--- src/hdl/sts_pkg.sv ---
// Purpose: shared constants and types of the supply and thermal supervisor
// Assumes: 50 MHz core clock, typical timing figures
// Notes:   cycle counts are derived from the time figures and the clock rate
package sts_pkg;

	// ==========================================================
	// clock and timing
	localparam int CLK_HZ               = 50_000_000;
	localparam int COOLDOWN_TIME_S      = 1;
	localparam int SHORT_FILTER_TIME_MS = 4;
	localparam int RESTART_DELAY_MS     = 2;
	localparam int AUX_RAMP_TIME_US     = 100;
	localparam int COOLDOWN_CYC         = COOLDOWN_TIME_S * CLK_HZ;
	localparam int SHORT_FILTER_CYC     = SHORT_FILTER_TIME_MS * (CLK_HZ / 1000);
	localparam int RESTART_DELAY_CYC    = RESTART_DELAY_MS * (CLK_HZ / 1000);
	localparam int AUX_RAMP_CYC         = AUX_RAMP_TIME_US * (CLK_HZ / 1000000);

	// ==========================================================
	// control fields and reset values
	localparam int HS_COUNT   = 4;
	localparam int HS_REG_W   = 8;
	localparam int HS_FIELD_W = 4;
	localparam int HS_PER_REG = 2;
	localparam int AUX_EN_W   = 2;
	localparam int XFAIL_W    = 2;
	localparam logic [HS_REG_W-1:0] HS_REG_RST        = 8'h00;
	localparam logic [AUX_EN_W-1:0] AUX_EN_RST        = 2'h0;
	localparam logic [AUX_EN_W-1:0] AUX_EN_OFF        = 2'h0;
	localparam logic [XFAIL_W-1:0]  XCVR_FAIL_NONE    = 2'h0;
	localparam logic [XFAIL_W-1:0]  XCVR_FAIL_THERMAL = 2'h1;

	// ==========================================================
	// types
	typedef enum logic [1:0] {
		MODE_NORMAL    = 2'b00,
		MODE_RESTART   = 2'b01,
		MODE_FAIL_SAFE = 2'b10
	} sts_mode_t;

	// comparator outputs from the analog front end
	typedef struct packed {
		logic                aux_uv;
		logic                xcvr_uv;
		logic                aux_ot;
		logic                xcvr_ot;
		logic [HS_COUNT-1:0] hs_ot;
		logic                main_pw;
		logic                main_sd;
		logic                main_short;
	} sts_sense_t;

	// sticky status flags, also used for the clear strobes
	typedef struct packed {
		logic [HS_COUNT-1:0] highside_fault_flags;
		logic                main_short_flag;
		logic                aux_supply_overtemp_flag;
		logic                temp_prewarn_flag;
		logic                second_level_thermal_flag;
		logic                first_level_thermal_flag;
		logic                xcvr_supply_uv_flag;
		logic                aux_supply_uv_flag;
	} sts_flags_t;

	localparam int FLAG_N = $bits(sts_flags_t);

endpackage

--- src/hdl/sts_supervisor.sv ---
// Purpose: undervoltage and thermal supervision of the supplies,
//          transceiver and high-side switches, with the thermal
//          fail-safe and restart sequence
// Assumes: comparator inputs are synchronous to clk; software
//          writes and clears arrive as one-cycle strobes
// Notes:   long counts are parameters so a simulation can shorten them
`timescale 1ns/100ps
`default_nettype none

// Operation
// aux supply below falling threshold sets its sticky undervoltage flag
// transceiver supply below threshold sets its sticky undervoltage flag
// aux undervoltage flag is not set while aux ramps on or off
// block overtemperature switches that block off and sets first-level flag
// first-level shutdown of a block is evaluated only while it is on
// aux overtemp clears its enable bits, sets its flag, stays off
// transceiver overtemp blocks transmitter, fail field 01, auto re-enable
// any high-side overtemp turns all off, clears controls, sets fault flags
// thermal flags stay set after the condition until software clears
// main supply prewarn temperature sets the sticky prewarning flag
// prewarning is evaluated only while the main supply is on
// second-level shutdown enters fail-safe for the cool-down time
// after cool-down pass through restart into normal mode unaided
// second-level flag clears only in normal mode, condition gone
// second-level shutdown is evaluated only while main supply is on
// main supply short must persist the filter time before flagged
// cool-down time is one second counted from the core clock
// clears of any flag are ignored while its condition persists
module sts_supervisor #(
	parameter int COOLDOWN_CYC  = sts_pkg::COOLDOWN_CYC,
	parameter int SHORT_CYC     = sts_pkg::SHORT_FILTER_CYC,
	parameter int RESTART_CYC   = sts_pkg::RESTART_DELAY_CYC,
	parameter int AUX_RAMP_CYC  = sts_pkg::AUX_RAMP_CYC
) (
	input  wire logic                             clk,
	input  wire logic                             rst,
	input  wire sts_pkg::sts_sense_t              sense,
	input  wire logic                             main_on,
	input  wire logic                             xcvr_active,
	input  wire logic                             aux_en_wr,
	input  wire logic [sts_pkg::AUX_EN_W-1:0]     aux_en_data,
	input  wire logic                             hs_wr_a,
	input  wire logic                             hs_wr_b,
	input  wire logic [sts_pkg::HS_REG_W-1:0]     hs_data,
	input  wire sts_pkg::sts_flags_t              flag_clr,
	input  wire logic                             xcvr_fail_clr,
	output sts_pkg::sts_flags_t                   status,
	output logic [sts_pkg::XFAIL_W-1:0]           xcvr_fail_field,
	output logic [sts_pkg::AUX_EN_W-1:0]          aux_supply_enable_bits,
	output logic                                  aux_supply_on,
	output logic [sts_pkg::HS_REG_W-1:0]          highside_control_reg_a,
	output logic [sts_pkg::HS_REG_W-1:0]          highside_control_reg_b,
	output logic [sts_pkg::HS_COUNT-1:0]          highside_switches,
	output logic                                  xcvr_tx_enable,
	output sts_pkg::sts_mode_t                    dev_mode
);

	// ==========================================================
	// helpers

	// one switch is on when its control field is non-zero
	function automatic logic sts_field_on(
		input logic [sts_pkg::HS_REG_W-1:0] r,
		input int                           slot
	);
		sts_field_on = |r[slot*sts_pkg::HS_FIELD_W +: sts_pkg::HS_FIELD_W];
	endfunction

	// ==========================================================
	// internal signals

	logic                          aux_on;
	logic                          aux_on_q;
	logic                          aux_toggle;
	logic                          aux_blank;
	logic                          aux_ramp_done;
	logic                          aux_tsd;
	logic                          xcvr_tsd;
	logic [sts_pkg::HS_COUNT-1:0]  hs_tsd;
	logic                          any_hs_tsd;
	logic                          main_pw_det;
	logic                          main_sd_det;
	logic                          short_run;
	logic                          short_done;
	logic                          cool_done;
	logic                          restart_done;
	logic                          mode_normal;
	sts_pkg::sts_mode_t            next_mode;
	sts_pkg::sts_flags_t           set_f;
	sts_pkg::sts_flags_t           cond_f;
	sts_pkg::sts_flags_t           clr_f;
	logic [sts_pkg::FLAG_N-1:0]    flag_vec;

	// ==========================================================
	// on states of the supervised blocks

	// aux supply is on whenever any enable bit is set
	assign aux_on        = |aux_supply_enable_bits;
	assign aux_supply_on = aux_on;

	// high-side switch on states from the control fields
	always_comb begin
		for (int i = 0; i < sts_pkg::HS_COUNT; i++) begin
			if (i < sts_pkg::HS_PER_REG) begin
				highside_switches[i] = sts_field_on(highside_control_reg_a, i);
			end else begin
				highside_switches[i] = sts_field_on(highside_control_reg_b,
					i - sts_pkg::HS_PER_REG);
			end
		end
	end

	// ==========================================================
	// qualified thermal and supply detections

	// first-level detections only for blocks that are on
	assign aux_tsd    = sense.aux_ot & aux_on;
	assign xcvr_tsd   = sense.xcvr_ot & xcvr_active;
	assign hs_tsd     = sense.hs_ot & highside_switches;
	assign any_hs_tsd = |hs_tsd;

	// main supply thermal detections only while it is on
	assign main_pw_det = sense.main_pw & main_on;
	assign main_sd_det = sense.main_sd & main_on;

	// ==========================================================
	// aux supply enable control

	// thermal shutdown clears the enables and beats a write
	always_ff @(posedge clk or posedge rst) begin
		if (rst) begin
			aux_supply_enable_bits <= sts_pkg::AUX_EN_RST;
		end else if (aux_tsd) begin
			aux_supply_enable_bits <= sts_pkg::AUX_EN_OFF;
		end else if (aux_en_wr) begin
			aux_supply_enable_bits <= aux_en_data;             // re-enable only by software
		end
	end

	// ==========================================================
	// aux ramp blanking

	// previous on state to spot switch-on and switch-off
	always_ff @(posedge clk or posedge rst) begin
		if (rst) begin
			aux_on_q <= 1'b0;
		end else begin
			aux_on_q <= aux_on;
		end
	end

	assign aux_toggle = aux_on ^ aux_on_q;

	// blanking window opens on every transition
	always_ff @(posedge clk or posedge rst) begin
		if (rst) begin
			aux_blank <= 1'b0;
		end else if (aux_toggle) begin
			aux_blank <= 1'b1;
		end else if (aux_ramp_done) begin
			aux_blank <= 1'b0;
		end
	end

	// ramp window length
	sts_timer #(
		.LIMIT (AUX_RAMP_CYC)
	) u_ramp_timer (
		.clk  (clk),
		.rst  (rst),
		.run  (aux_blank),
		.clr  (aux_toggle),
		.done (aux_ramp_done)
	);

	// ==========================================================
	// high-side switch control

	// any switch overheating while on clears both control registers
	always_ff @(posedge clk or posedge rst) begin
		if (rst) begin
			highside_control_reg_a <= sts_pkg::HS_REG_RST;
		end else if (any_hs_tsd) begin
			highside_control_reg_a <= sts_pkg::HS_REG_RST;
		end else if (hs_wr_a) begin
			highside_control_reg_a <= hs_data;
		end
	end

	// second control register, same priority
	always_ff @(posedge clk or posedge rst) begin
		if (rst) begin
			highside_control_reg_b <= sts_pkg::HS_REG_RST;
		end else if (any_hs_tsd) begin
			highside_control_reg_b <= sts_pkg::HS_REG_RST;
		end else if (hs_wr_b) begin
			highside_control_reg_b <= hs_data;
		end
	end

	// ==========================================================
	// transceiver thermal handling

	// transmitter follows the live overtemperature, receiver stays
	always_ff @(posedge clk or posedge rst) begin
		if (rst) begin
			xcvr_tx_enable <= 1'b0;
		end else begin
			xcvr_tx_enable <= xcvr_active & ~sense.xcvr_ot;
		end
	end

	// failure field is sticky, set beats clear
	always_ff @(posedge clk or posedge rst) begin
		if (rst) begin
			xcvr_fail_field <= sts_pkg::XCVR_FAIL_NONE;
		end else if (xcvr_tsd) begin
			xcvr_fail_field <= sts_pkg::XCVR_FAIL_THERMAL;
		end else if (xcvr_fail_clr && !sense.xcvr_ot) begin
			xcvr_fail_field <= sts_pkg::XCVR_FAIL_NONE;
		end
	end

	// ==========================================================
	// main supply short filter

	assign short_run = sense.main_short & main_on;

	// short must persist the whole filter time
	sts_timer #(
		.LIMIT (SHORT_CYC)
	) u_short_timer (
		.clk  (clk),
		.rst  (rst),
		.run  (short_run),
		.clr  (1'b0),
		.done (short_done)
	);

	// ==========================================================
	// flag set, condition and clear terms

	always_comb begin
		set_f  = '0;
		cond_f = '0;
		clr_f  = flag_clr;
		// aux undervoltage, blanked while the regulator ramps
		set_f.aux_supply_uv_flag   = sense.aux_uv & aux_on & ~aux_blank
			& ~aux_toggle;
		cond_f.aux_supply_uv_flag  = sense.aux_uv & aux_on;
		// transceiver supply undervoltage
		set_f.xcvr_supply_uv_flag  = sense.xcvr_uv;
		cond_f.xcvr_supply_uv_flag = sense.xcvr_uv;
		// first-level thermal, held while any block is still hot
		set_f.first_level_thermal_flag  = aux_tsd | xcvr_tsd
			| any_hs_tsd;
		cond_f.first_level_thermal_flag = sense.aux_ot | sense.xcvr_ot
			| (|sense.hs_ot);
		// aux overtemperature status
		set_f.aux_supply_overtemp_flag  = aux_tsd;
		cond_f.aux_supply_overtemp_flag = sense.aux_ot;
		// all high-side fault bits together
		set_f.highside_fault_flags  = {sts_pkg::HS_COUNT{any_hs_tsd}};
		cond_f.highside_fault_flags = sense.hs_ot;
		// main supply prewarning
		set_f.temp_prewarn_flag  = main_pw_det;
		cond_f.temp_prewarn_flag = sense.main_pw;
		// second-level thermal, clear only in normal mode
		set_f.second_level_thermal_flag  = main_sd_det;
		cond_f.second_level_thermal_flag = sense.main_sd;
		clr_f.second_level_thermal_flag  = flag_clr.second_level_thermal_flag
			& mode_normal;
		// filtered main supply short
		set_f.main_short_flag  = short_done;
		cond_f.main_short_flag = sense.main_short;
	end

	// ==========================================================
	// sticky flag bank

	// clears ignored while the condition is present
	sts_sticky #(
		.W (sts_pkg::FLAG_N)
	) u_flags (
		.clk  (clk),
		.rst  (rst),
		.set  (set_f),
		.cond (cond_f),
		.clr  (clr_f),
		.flag (flag_vec)
	);

	assign status = sts_pkg::sts_flags_t'(flag_vec);

	// ==========================================================
	// thermal fail-safe and restart sequence

	assign mode_normal = (dev_mode == sts_pkg::MODE_NORMAL);

	// cool-down counted from fail-safe entry
	sts_timer #(
		.LIMIT (COOLDOWN_CYC)
	) u_cool_timer (
		.clk  (clk),
		.rst  (rst),
		.run  (dev_mode == sts_pkg::MODE_FAIL_SAFE),
		.clr  (1'b0),
		.done (cool_done)
	);

	// restart hold before returning to normal
	sts_timer #(
		.LIMIT (RESTART_CYC)
	) u_restart_timer (
		.clk  (clk),
		.rst  (rst),
		.run  (dev_mode == sts_pkg::MODE_RESTART),
		.clr  (1'b0),
		.done (restart_done)
	);

	// next mode, a new shutdown wins over the restart hold but not over the cool-down end
	always_comb begin
		next_mode = dev_mode;
		case (dev_mode)
			sts_pkg::MODE_NORMAL: begin
				if (main_sd_det) begin
					next_mode = sts_pkg::MODE_FAIL_SAFE;
				end
			end
			sts_pkg::MODE_FAIL_SAFE: begin
				if (cool_done) begin
					next_mode = sts_pkg::MODE_RESTART;
				end
			end
			sts_pkg::MODE_RESTART: begin
				if (main_sd_det) begin
					next_mode = sts_pkg::MODE_FAIL_SAFE;
				end else if (restart_done) begin
					next_mode = sts_pkg::MODE_NORMAL;
				end
			end
			default: begin
				next_mode = sts_pkg::MODE_NORMAL;
			end
		endcase
	end

	// mode register
	always_ff @(posedge clk or posedge rst) begin
		if (rst) begin
			dev_mode <= sts_pkg::MODE_NORMAL;
		end else begin
			dev_mode <= next_mode;
		end
	end

endmodule
`default_nettype wire

--- src/hdl/sts_sticky.sv ---
// Purpose: bank of sticky flags with condition-qualified clear
// Assumes: set, cond and clr are synchronous to clk
// Notes:   a set in the cycle of a clear wins
`timescale 1ns/100ps
`default_nettype none
module sts_sticky #(
	parameter int W = 1
) (
	input  wire logic         clk,
	input  wire logic         rst,
	input  wire logic [W-1:0] set,
	input  wire logic [W-1:0] cond,
	input  wire logic [W-1:0] clr,
	output logic      [W-1:0] flag
);

	// ==========================================================
	// flag storage: clear only takes when the condition is gone
	always_ff @(posedge clk or posedge rst) begin
		if (rst) begin
			flag <= '0;
		end else begin
			flag <= set | (flag & ~(clr & ~cond));
		end
	end

endmodule
`default_nettype wire

--- src/hdl/sts_timer.sv ---
// Purpose: saturating run-length timer
// Assumes: LIMIT of at least one cycle
// Notes:   done stays high while run holds after LIMIT cycles
`timescale 1ns/100ps
`default_nettype none
module sts_timer #(
	parameter int LIMIT = 16
) (
	input  wire logic clk,
	input  wire logic rst,
	input  wire logic run,
	input  wire logic clr,
	output logic      done
);

	localparam int            CW  = $clog2(LIMIT + 1);
	localparam logic [CW-1:0] LIM = CW'(LIMIT);
	localparam logic [CW-1:0] ONE = CW'(1);

	logic [CW-1:0] count;

	// ==========================================================
	// count while run holds, restart on clr or run low
	always_ff @(posedge clk or posedge rst) begin
		if (rst) begin
			count <= '0;
		end else if (clr || !run) begin
			count <= '0;
		end else if (count != LIM) begin
			count <= count + ONE;
		end
	end

	// expiry level
	assign done = run && (count == LIM);

endmodule
`default_nettype wire

--- config.mk ---
export PLATFORM = sky130hd
export DESIGN_NAME = sts_supervisor
export DESIGN_NICKNAME = d
export VERILOG_FILES = /design/src/hdl/sts_pkg.sv /design/src/hdl/sts_supervisor.sv /design/src/hdl/sts_sticky.sv /design/src/hdl/sts_timer.sv
export SDC_FILE = /design/constraint.sdc
export NUM_CORES = 1
export LEC_CHECK = 0
export ABC_CLOCK_PERIOD_IN_PS = 5600
export BUFFER_PORTS_ARGS = -buffer_cell sky130_fd_sc_hd__buf_4
export CAP_MARGIN = 10
export CORE_MARGIN = 2
export CORE_UTILIZATION = 62
export DETAILED_ROUTE_END_ITERATION = 10
export GPL_ROUTABILITY_DRIVEN = 0
export HOLD_SLACK_MARGIN = 0.02
export PLACE_DENSITY = 0.83
export SKIP_CTS_REPAIR_TIMING = 1
export SLEW_MARGIN = 20
export SYNTH_ARGS = -nofsm -noshare
export SYNTH_HDL_FRONTEND = slang
export SYNTH_SLANG_ARGS = --single-unit
--- constraint.sdc ---
create_clock -name clk -period 5.6 [get_ports clk]
set_input_delay 0.28 -clock clk [delete_from_list [all_inputs] [get_ports clk]]
set_output_delay 0.28 -clock clk [all_outputs]
set_load 0.02 [all_outputs]
======== After elaboration in Yosys (flattened, before gate mapping) ========
Index checks and enable logic that the tools add are counted.
cells by class
  eq/ne operators ......................... 16
  reduce and logical (&&, ||, !) cells .... 23
  add/sub/neg operators ................... 4
  muxes and demuxes ....................... 23
  bitwise operators ....................... 24
operator list
  kind                                            number
  2-to-1 mux 26 bit                               2
  2-to-1 mux 18 bit                               2
  2-to-1 mux 17 bit                               2
  2-to-1 mux 8 bit                                4
  adder 26 x 1 -> 26 bit (second input constant)  1
  equality test 26 bit (second input constant)    1
  2-to-1 mux 13 bit                               2
  inequality test 26 bit (second input constant)  1
  OR reduction 4 bit                              6
  bitwise AND 11 bit                              2
  inverter 11 bit                                 2
  adder 18 x 1 -> 18 bit (second input constant)  1
  equality test 18 bit (second input constant)    1
  inequality test 18 bit (second input constant)  1
  adder 17 x 1 -> 17 bit (second input constant)  1
  equality test 17 bit (second input constant)    1
  inequality test 17 bit (second input constant)  1
  2-to-1 mux 2 bit                                8
  adder 13 x 1 -> 13 bit (second input constant)  1
  equality test 13 bit (second input constant)    1
  inequality test 13 bit (second input constant)  1
  nonzero test 2 bit                              6
  OR 11 bit                                       1
  bitwise AND 1 bit                               10
  other kinds (16)                                31
word-level totals
  bits in registers ....................... 110
  logic and storage cells ................. 103
  bits of input ports ..................... 40

======== Longest topological paths before layout ========
Gate-level depths: netlist of the first run.
  depth in word-level cells ............... 7
  depth in mapped cells ................... 6
  gate-level depth less buffers ........... 6

======== Cells and area by module ========
From an unflattened synthesis of the first run, not the netlist that was laid out.
unflattened totals
  cell total of the unflattened synthesis .. 574
  area, all modules ....................... 5724.2 um^2
by module, submodules not included
  module                       times used  seq. area each (um^2)  cells an instance  area an instance (um^2)
  sts_timer (u_cool_timer)     1           650.6                  157                1442.6
  sts_supervisor               1           600.6                  105                1187.4
  sts_timer (u_short_timer)    1           450.4                  107                1021.0
  sts_timer (u_restart_timer)  1           425.4                  94                 929.6
  sts_timer (u_ramp_timer)     1           325.3                  77                 713.2
  sts_sticky                   1           275.3                  34                 430.4

======== Worst setup path after synthesis of the first run ========
OpenSTA, ideal clock, no wires.
  path type ............................... register -> register
  start ................................... register highside_control_reg_a[0] in the netlist's numbering
  end ..................................... register u_flags.flag[10]
  data required time ...................... 5.482 ns
  slack ................................... 3.770 ns
  data arrival time ....................... 1.712 ns
  cell stages (with the launch flop) ...... 6
  period minus slack after synthesis ...... 1.830 ns
  cells stage by stage .................... dfrtp_1 -> or4_1 -> nand2_1 -> nand4_1 -> clkbuf_1 -> a21o_1
on the way
  word-level cells in the longest chain between the ends .. 4
ends and longest elaborated chain
  what                                   RTL line               RTL
  from (decl)                            sts_supervisor.sv:51   output logic [sts_pkg::HS_REG_W-1:0] highside_control_reg_a,
  from (signal assigned)                 sts_supervisor.sv:182  highside_control_reg_a <= sts_pkg::HS_REG_RST;
  from (signal assigned)                 sts_supervisor.sv:184  highside_control_reg_a <= sts_pkg::HS_REG_RST;
  from (signal assigned)                 sts_supervisor.sv:186  highside_control_reg_a <= hs_data;
  OR reduction 4 bit                     sts_supervisor.sv:66   sts_field_on = |r[slot*sts_pkg::HS_FIELD_W +: sts_pkg::HS_FIELD_W];
  named net highside_switches (one bit)  sts_supervisor.sv:53   output logic [sts_pkg::HS_COUNT-1:0] highside_switches,
  bitwise AND 4 bit                      sts_supervisor.sv:119  assign hs_tsd = sense.hs_ot & highside_switches;
  OR reduction 4 bit                     sts_supervisor.sv:120  assign any_hs_tsd = |hs_tsd;
  OR 11 bit                              sts_sticky.sv:23       flag <= set | (flag & ~(clr & ~cond));
  to (signal assigned)                   sts_sticky.sv:23
  to (decl)                              sts_sticky.sv:14       output logic [W-1:0] flag
The timed path passes the listed nets, and every way through them passes these cells.
A chain may end at the register's enable or synchronous reset.

======== Worst setup path after layout of the first run ========
  start ................................... register highside_control_reg_b[1] in the netlist's numbering
  end ..................................... register u_flags.flag[2]
on the way
  word-level cells in the longest chain between the ends .. 5
ends and longest elaborated chain
  what                    RTL line               RTL
  from (decl)             sts_supervisor.sv:52   output logic [sts_pkg::HS_REG_W-1:0] highside_control_reg_b,
  from (signal assigned)  sts_supervisor.sv:193  highside_control_reg_b <= sts_pkg::HS_REG_RST;
  from (signal assigned)  sts_supervisor.sv:195  highside_control_reg_b <= sts_pkg::HS_REG_RST;
  from (signal assigned)  sts_supervisor.sv:197  highside_control_reg_b <= hs_data;
  OR reduction 4 bit      sts_supervisor.sv:66
  bitwise AND 4 bit       sts_supervisor.sv:119
  OR reduction 4 bit      sts_supervisor.sv:120
  OR 1 bit                sts_supervisor.sv:256  | any_hs_tsd;
  OR 11 bit               sts_sticky.sv:23
Every way passes these cells.

==> flow_metrics.tcl, run 1 <==
set metrics [dict create \
    finalCritPeriodShare_pct 39.75 \
    fillers 617 \
    dpl-instance-area_um2 6070 \
    critical_path_required_ns 5.84 \
    synth.lib_cells_used.distinct 49 \
    std_cell_rows 34 \
    post_dr_vias_cell 5.887 \
    final_period_minus_worst_setup_slack_ns 2.226 \
    netlist_top_cells_area "sky130_fd_sc_hd__dfrtp_1 (50%), sky130_fd_sc_hd__nor2_1 (4.9%), sky130_fd_sc_hd__xnor2_1 (4.7%), sky130_fd_sc_hd__mux2i_1 (3.7%), sky130_fd_sc_hd__a21oi_1 (3.0%)" \
    syn_area_per_cell_um2 9.719 \
    seq_area_um2 2728 \
    hold_path_class "input pin to flip-flop" \
    crit_arrival_ns 2.47 \
    detail_route.wl_per_cell_um 15.14 \
    cts_buffer_depth 2 \
    synth_top_cell_area_share_pct 50.47 \
    die_height_um 97.36 \
    yosys_warnings 0 \
    grt_first_pass_wirelength_um 19370 \
    layout-drive-gt1-share_pct 15.86 \
    finClkSkew_ns 0.01298 \
    die_area_um2 9479 \
    yosysTopAreaCell "sky130_fd_sc_hd__dfrtp_1" \
    crit_type "flip-flop to flip-flop" \
    antenna_found_initial 0 \
    drt.antenna.violating_nets 0 \
    grt_overflow_total 0 \
    clkSlewWorstSetupHoldPaths_ns 0.09 \
    max_slew.worst_pin.slew_ns 0.8785 \
    setup-violations-final 0 \
    fmaxAchievable_ghz 0.4492 \
    worst_setup_path_start_kind "flip-flop" \
    placement.io_buffers 77 \
    synth_fa_ha_area_share_pct 1.852 \
    clk-insertion-delay-late_ns 0.36 \
    multi_input_logic_area_um2 2521 \
    drv_slew 0 \
    combinational_family_with_the_most_area_after_synthesis "simple AND/OR/NAND/NOR gates" \
    cts.sinks 109 \
    top_library_cells_by_usage_in_the_layout_fill_and_taps_aside "sky130_fd_sc_hd__dfrtp_1 (109), sky130_fd_sc_hd__buf_4 (77), sky130_fd_sc_hd__nor2_1 (70)" \
    htree_num_levels 3 \
    peak_supply_drop_uv 171.0 \
    top_level_ports 79 \
    cts-buffers-inserted 9 \
    route.vias.total 4386 \
    run_status "complete, no violations" \
    post_route_drc 0 \
    compound_gate_fraction_of_synth_area_pct 9.053 \
    ys_seq_area_share_pct 50.47 \
    hpwl_um 8173 \
    start_util_pct 62.89 \
    worst_setup_ep_type "flip-flop" \
    cell_count_after_synthesis 556 \
    powerDensity_nw_per_um2 297.0 \
    drt-pass1-iter-count 4 \
    number_of_nets_in_the_synthesized_netlist 604 \
    mappedNetlistArea_um2 5404 \
    tritoncts "built" \
    grt_start_max_net_pins 82 \
    post_synthesis_simple_gate_area_fraction_pct 25.49 \
    grt_util_all_layers_pct 24.58 \
    pleak_nw 2.790 \
    drc_marker_count_from_the_first_detailed_route_iteration 175 \
    dieWidth_um 97.36 \
    synth_seq_cells 109 \
    clockRootBuffer "sky130_fd_sc_hd__clkbuf_8" \
    timing.max_cap.violations 0 \
    cp_max_fo 21 \
    rsz0062_at_grt "false" \
    first_global_vias 4173 \
    final_common_cell "sky130_fd_sc_hd__dfrtp_1" \
    layout.nets 680 \
    finalCoreUtilization_pct 73.37 \
    final_cell_area_um2 6305 \
    yosys-mux-area-fraction_pct 3.705 \
    timing.final.ws_setup_ns 3.374 \
    final-hold-violation-count 0 \
    drt-total-wl_um 11280 \
    pre_cts_slack_ns 3.382 \
    tns_ns 0 \
    total_power_mw 1.872 \
    maxSlewHeadroom_pct 40.90 \
    area.growth.synth_to_final_pct 16.67 \
    core_area_um2 8593 \
    num_antenna_cells 0 \
    fraction_of_synthesized_cell_area_in_xor_and_xnor_cells_pct 6.483 \
]
[worst paths after layout]
kind	from	endpoint	slack (ns)	depth (start not counted)
min in group asynchronous	rst	u_cool_timer.count[18]	0.45	3
max in group asynchronous	rst	u_restart_timer.count[9]	4.13	4
setup / recovery	highside_control_reg_b[1]	u_flags.flag[2]	3.37	4
setup reg to reg	highside_control_reg_b[1]	u_flags.flag[2]	3.37	4
hold / removal	xcvr_fail_clr	xcvr_fail_field[0]	0.08	2
hold reg to reg	u_flags.flag[1]	u_flags.flag[1]	0.49	1
[state kept, by name, summed over array words and instances (netlist names)]
| name | flops |
|---|---|
| u_restart_timer.count | 17 |
| u_flags.flag | 11 |
| u_short_timer.count | 18 |
| aux_on_q | 1 |
| u_ramp_timer.count | 13 |
| highside_control_reg_a | 8 |
| aux_supply_enable_bits | 2 |
| aux_blank | 1 |
| u_cool_timer.count | 26 |
| xcvr_fail_field | 1 |
| highside_control_reg_b | 8 |
| xcvr_tx_enable | 1 |
| dev_mode | 2 |
[routing by layer]
metal | wire length, um | part of all wire (%) | track usage (%) | up-vias
met1 | 4880 | 43 | 32.25 | 2134
met2 | 5754 | 51 | 42.18 | 111
met5 | 0 | 0 | 0 | -
met4 | 159 | 1.4 | 5.983 | 0
li1 | - | - | - | 2124
met3 | 482 | 4.3 | 5.108 | 17
[cell families (layout without fill, tap and decap cells)]
family / Yosys count / count (layout)
buffers and inverters: 40 / 121
XOR/XNOR: 40 / 40
other: 1 / 1
flip-flops: 109 / 109
AO/OA/AOI/OAI: 84 / 84
multiplexers: 20 / 20
adder cells (fa/ha/maj): 8 / 8
AND/OR/NAND/NOR: 254 / 254
[synthesized netlist by cell type, drive strengths merged]
master,number
nand3,25
nor4b,4
and4b,1
nor3b,1
and3b,1
or3,20
o211ai,1
buf,5
dfrtp,109
or2,1
o21ai,27
nor2,70
a41o,2
nor2b,5
xor2,11
nand3b,2
a31o,2
nor4bb,5
a222oi,1
o22ai,3
conb,1
o311ai,1
and3,8
mux2i,20
o31ai,3
ha,8
nand4bb,2
a21oi,32
nor4,11
a21o,6
nand4b,3
nor3,14
or4,8
nand2,37
o41ai,2
or4b,1
nand4,18
a31oi,3
and4,6
clkbuf,9
o21a,1
xnor2,29
inv,26
nand2b,11
[power breakdown]
group	total [mW]	switching [mW]	internal (mW)
clock	0.523	0.259	0.264
sequential	0.898	0.0488	0.849
combinational	0.452	0.268	0.184
[per-stage QoR]
stage                     hold WS, ns  std cells
after floorplan                0.3456        556
after global routing          0.06899        745
after CTS                     -0.1148        744
after global placement         0.2867        728
after detailed placement       0.2912        728
final                         0.08401        745
[critical path, stage by stage, from the launching register on]
cell,delay (ns)
sky130_fd_sc_hd__dfrtp_1,0.41
sky130_fd_sc_hd__or4_1,0.56
sky130_fd_sc_hd__nand2_1,0.09
sky130_fd_sc_hd__nand4_1,0.65
sky130_fd_sc_hd__nand2b_1,0.40
[layout make-up]
type	instances	area share, %
Clock buffer	10	2.183
Clock inverter	6	1.330
Inverter	26	1.588
Multi-Input combinational cell	407	39.99
Sequential cell	109	43.26
Tap cell	108	2.143
Timing Repair Buffer	79	9.506
(Power assumes the default switching activity.)
==> inputs of run 2 (changes only) <==
--- a/config.mk
+++ b/config.mk
@@ -5,15 +5,15 @@
 export SDC_FILE = /design/constraint.sdc
 export NUM_CORES = 1
 export LEC_CHECK = 0
-export ABC_CLOCK_PERIOD_IN_PS = 5600
+export ABC_CLOCK_PERIOD_IN_PS = 2000
 export BUFFER_PORTS_ARGS = -buffer_cell sky130_fd_sc_hd__buf_4
 export CAP_MARGIN = 10
 export CORE_MARGIN = 2
-export CORE_UTILIZATION = 62
+export CORE_UTILIZATION = 52
 export DETAILED_ROUTE_END_ITERATION = 10
 export GPL_ROUTABILITY_DRIVEN = 0
 export HOLD_SLACK_MARGIN = 0.02
-export PLACE_DENSITY = 0.83
+export PLACE_DENSITY = 0.74
 export SKIP_CTS_REPAIR_TIMING = 1
 export SLEW_MARGIN = 20
 export SYNTH_ARGS = -nofsm -noshare
==> constraint.sdc (replaced) <==
create_clock -name clk -period 2 [get_ports clk]
set_input_delay 0.1 -clock clk [delete_from_list [all_inputs] [get_ports clk]]
set_output_delay 0.1 -clock clk [all_outputs]
set_load 0.02 [all_outputs]
==> flow_metrics.tcl, run 2 (synthesized netlist as in run 1, its figures left out) <==
set metrics [dict create \
    run_status "finished, violations left" \
    dieWidth_um 105.9 \
    cts-buffers-inserted 9 \
    grt_start_max_net_pins 34 \
    drt.antenna.violating_nets 0 \
    post_route_drc 0 \
    reg_top3 "u_cool_timer.count x26, u_short_timer.count x18, u_restart_timer.count x17" \
    grt_overflow_total 0 \
    finalCritPeriodShare_pct 92.52 \
    detail_route.wl_per_cell_um 14.87 \
    num_antenna_cells 0 \
    largest_register_ffs 26 \
    clockRootBuffer "sky130_fd_sc_hd__clkbuf_8" \
    hpwl_um 8595 \
    peak_supply_drop_uv 567.0 \
    violations "negative hold slack" \
    first_global_vias 4215 \
    layout.nets 713 \
    drv_slew 0 \
    die_area_um2 11220 \
    cts.sinks 109 \
    route.vias.total 4520 \
    r2r-start "highside_control_reg_a[7]" \
    drt-pass1-iter-count 7 \
    grt_util_all_layers_pct 21.48 \
    htree_num_levels 3 \
    fillers 832 \
    r2r_end "highside_control_reg_b[4]" \
    cp_max_fo 12 \
    tns_ns 0 \
    clkSlewWorstSetupHoldPaths_ns 0.10 \
    critical_path_required_ns 2.30 \
    worst_setup_path_start_kind "flip-flop" \
    max_slew.worst_pin.slew_ns 0.6026 \
    post_dr_vias_cell 5.608 \
    die_height_um 105.9 \
    drt-total-wl_um 11990 \
    tritoncts "built" \
    worstHoldEndpoint "u_flags.flag[2]" \
    crit_type "flip-flop to flip-flop" \
    total_power_mw 5.126 \
    powerDensity_nw_per_um2 773.0 \
    pleak_nw 2.913 \
    fmaxAchievable_ghz 0.5404 \
    clk-insertion-delay-late_ns 0.37 \
    drc_marker_count_from_the_first_detailed_route_iteration 254 \
    placement.io_buffers 77 \
    reg2reg_depth 5 \
    final_common_cell "sky130_fd_sc_hd__dfrtp_1" \
    start_util_pct 53.06 \
    finClkSkew_ns 0.009234 \
    maxSlewHeadroom_pct 59.74 \
    timing.max_cap.violations 0 \
    hold_path_class "input pin to flip-flop" \
    core_area_um2 10180 \
    worst_hold_path.num_cells 3 \
    cts_buffer_depth 2 \
    area.growth.synth_to_final_pct 22.71 \
    antenna_found_initial 0 \
    setup-violations-final 0 \
    crit_arrival_ns 2.15 \
    top_library_cells_by_usage_in_the_layout_fill_and_taps_aside "sky130_fd_sc_hd__dfrtp_1 (108), sky130_fd_sc_hd__buf_4 (88), sky130_fd_sc_hd__nor2_1 (70)" \
    top_level_ports 79 \
    std_cell_rows 37 \
    reg_to_reg_setup_timing_slack_ns 0.15 \
    layout-drive-gt1-share_pct 17.01 \
    final_period_minus_worst_setup_slack_ns 1.850 \
    grt_first_pass_wirelength_um 19660 \
    largest-register "u_cool_timer.count" \
    final-hold-violation-count 1 \
    worst_setup_ep_type "flip-flop" \
    holdWs_ns -0.0002901 \
    rsz0062_at_grt "false" \
    min-delay-start "xcvr_active" \
]
## run 2: cell types whose count changed in the layout (fill, tap and decap cells not counted), moves of 2 or more
cell,delta
sky130_fd_sc_hd__buf_12,+2
sky130_fd_sc_hd__buf_4,+11
sky130_fd_sc_hd__bufinv_16,-2
sky130_fd_sc_hd__clkbuf_1,+2
sky130_fd_sc_hd__clkinv_2,-2
sky130_fd_sc_hd__clkinvlp_4,+3
sky130_fd_sc_hd__dlygate4sd3_1,+21
## run 2: worst max-delay path by stage
stage | from | end
3_5_place_dp | u_cool_timer.count[0] | u_cool_timer.count[18]
2_1_floorplan | highside_control_reg_a[0] | u_flags.flag[10]
4_1_cts | u_cool_timer.count[0] | u_cool_timer.count[18]
5_1_grt | u_cool_timer.count[1] | u_cool_timer.count[22]
6_report | highside_control_reg_a[7] | highside_control_reg_b[4]
3_3_place_gp | u_cool_timer.count[0] | u_cool_timer.count[18]
## run 2: per-layer routing
metal,track usage (%),share of wire (%),up-vias
li1,-,-,2186
met1,29.75,45,2221
met2,34.98,50,97
met3,2.514,3.8,16
met4,8.177,1.8,0
met5,0,0,-
## run 2: report_power, final
part | total [mW] | switching [mW] | internal (mW) | leakage (nW)
registers | 2.52 | 0.145 | 2.38 | 1.44
clock network | 1.23 | 0.708 | 0.521 | 0.0857
logic | 1.38 | 0.783 | 0.593 | 1.39
## run 2: critical path, cell delays in order (launching register included)
cell and delay [ns]:
sky130_fd_sc_hd__dfrtp_1 0.41, sky130_fd_sc_hd__or4_1 0.56, sky130_fd_sc_hd__nand2_1 0.10, sky130_fd_sc_hd__nand4_1 0.29
sky130_fd_sc_hd__buf_4 0.30, sky130_fd_sc_hd__nor2_1 0.11
## run 2: layout make-up
class	instances	area [um2]	area share, %
well taps	136	170.2	2.566
clock buffers	13	158.9	2.396
clock inverters	3	20.02	0.3019
multi-input cells	407	2531	38.17
flip-flops and latches	109	2729	41.15
repair buffers	112	920.9	13.89
inverters	26	101.3	1.528
## run 2: stage by stage
| stage | instance area [um2] | worst slack, ns | util [%] | instances | hold slack, ns |
|---|---|---|---|---|---|
| floorplan | 5408 | 0.1703 | - | 556 | 0.1656 |
| global placement | 6221 | 0.1979 | 61.08 | 768 | 0.2025 |
| detailed placement | 6221 | 0.1172 | 61.08 | 768 | 0.2056 |
| CTS | 6400 | 0.08242 | 62.84 | 784 | -0.2050 |
| global route | 6631 | 0.01434 | 65.11 | 806 | 0.01932 |
| finish | 6631 | 0.1495 | 65.11 | 806 | -0.0002901 |
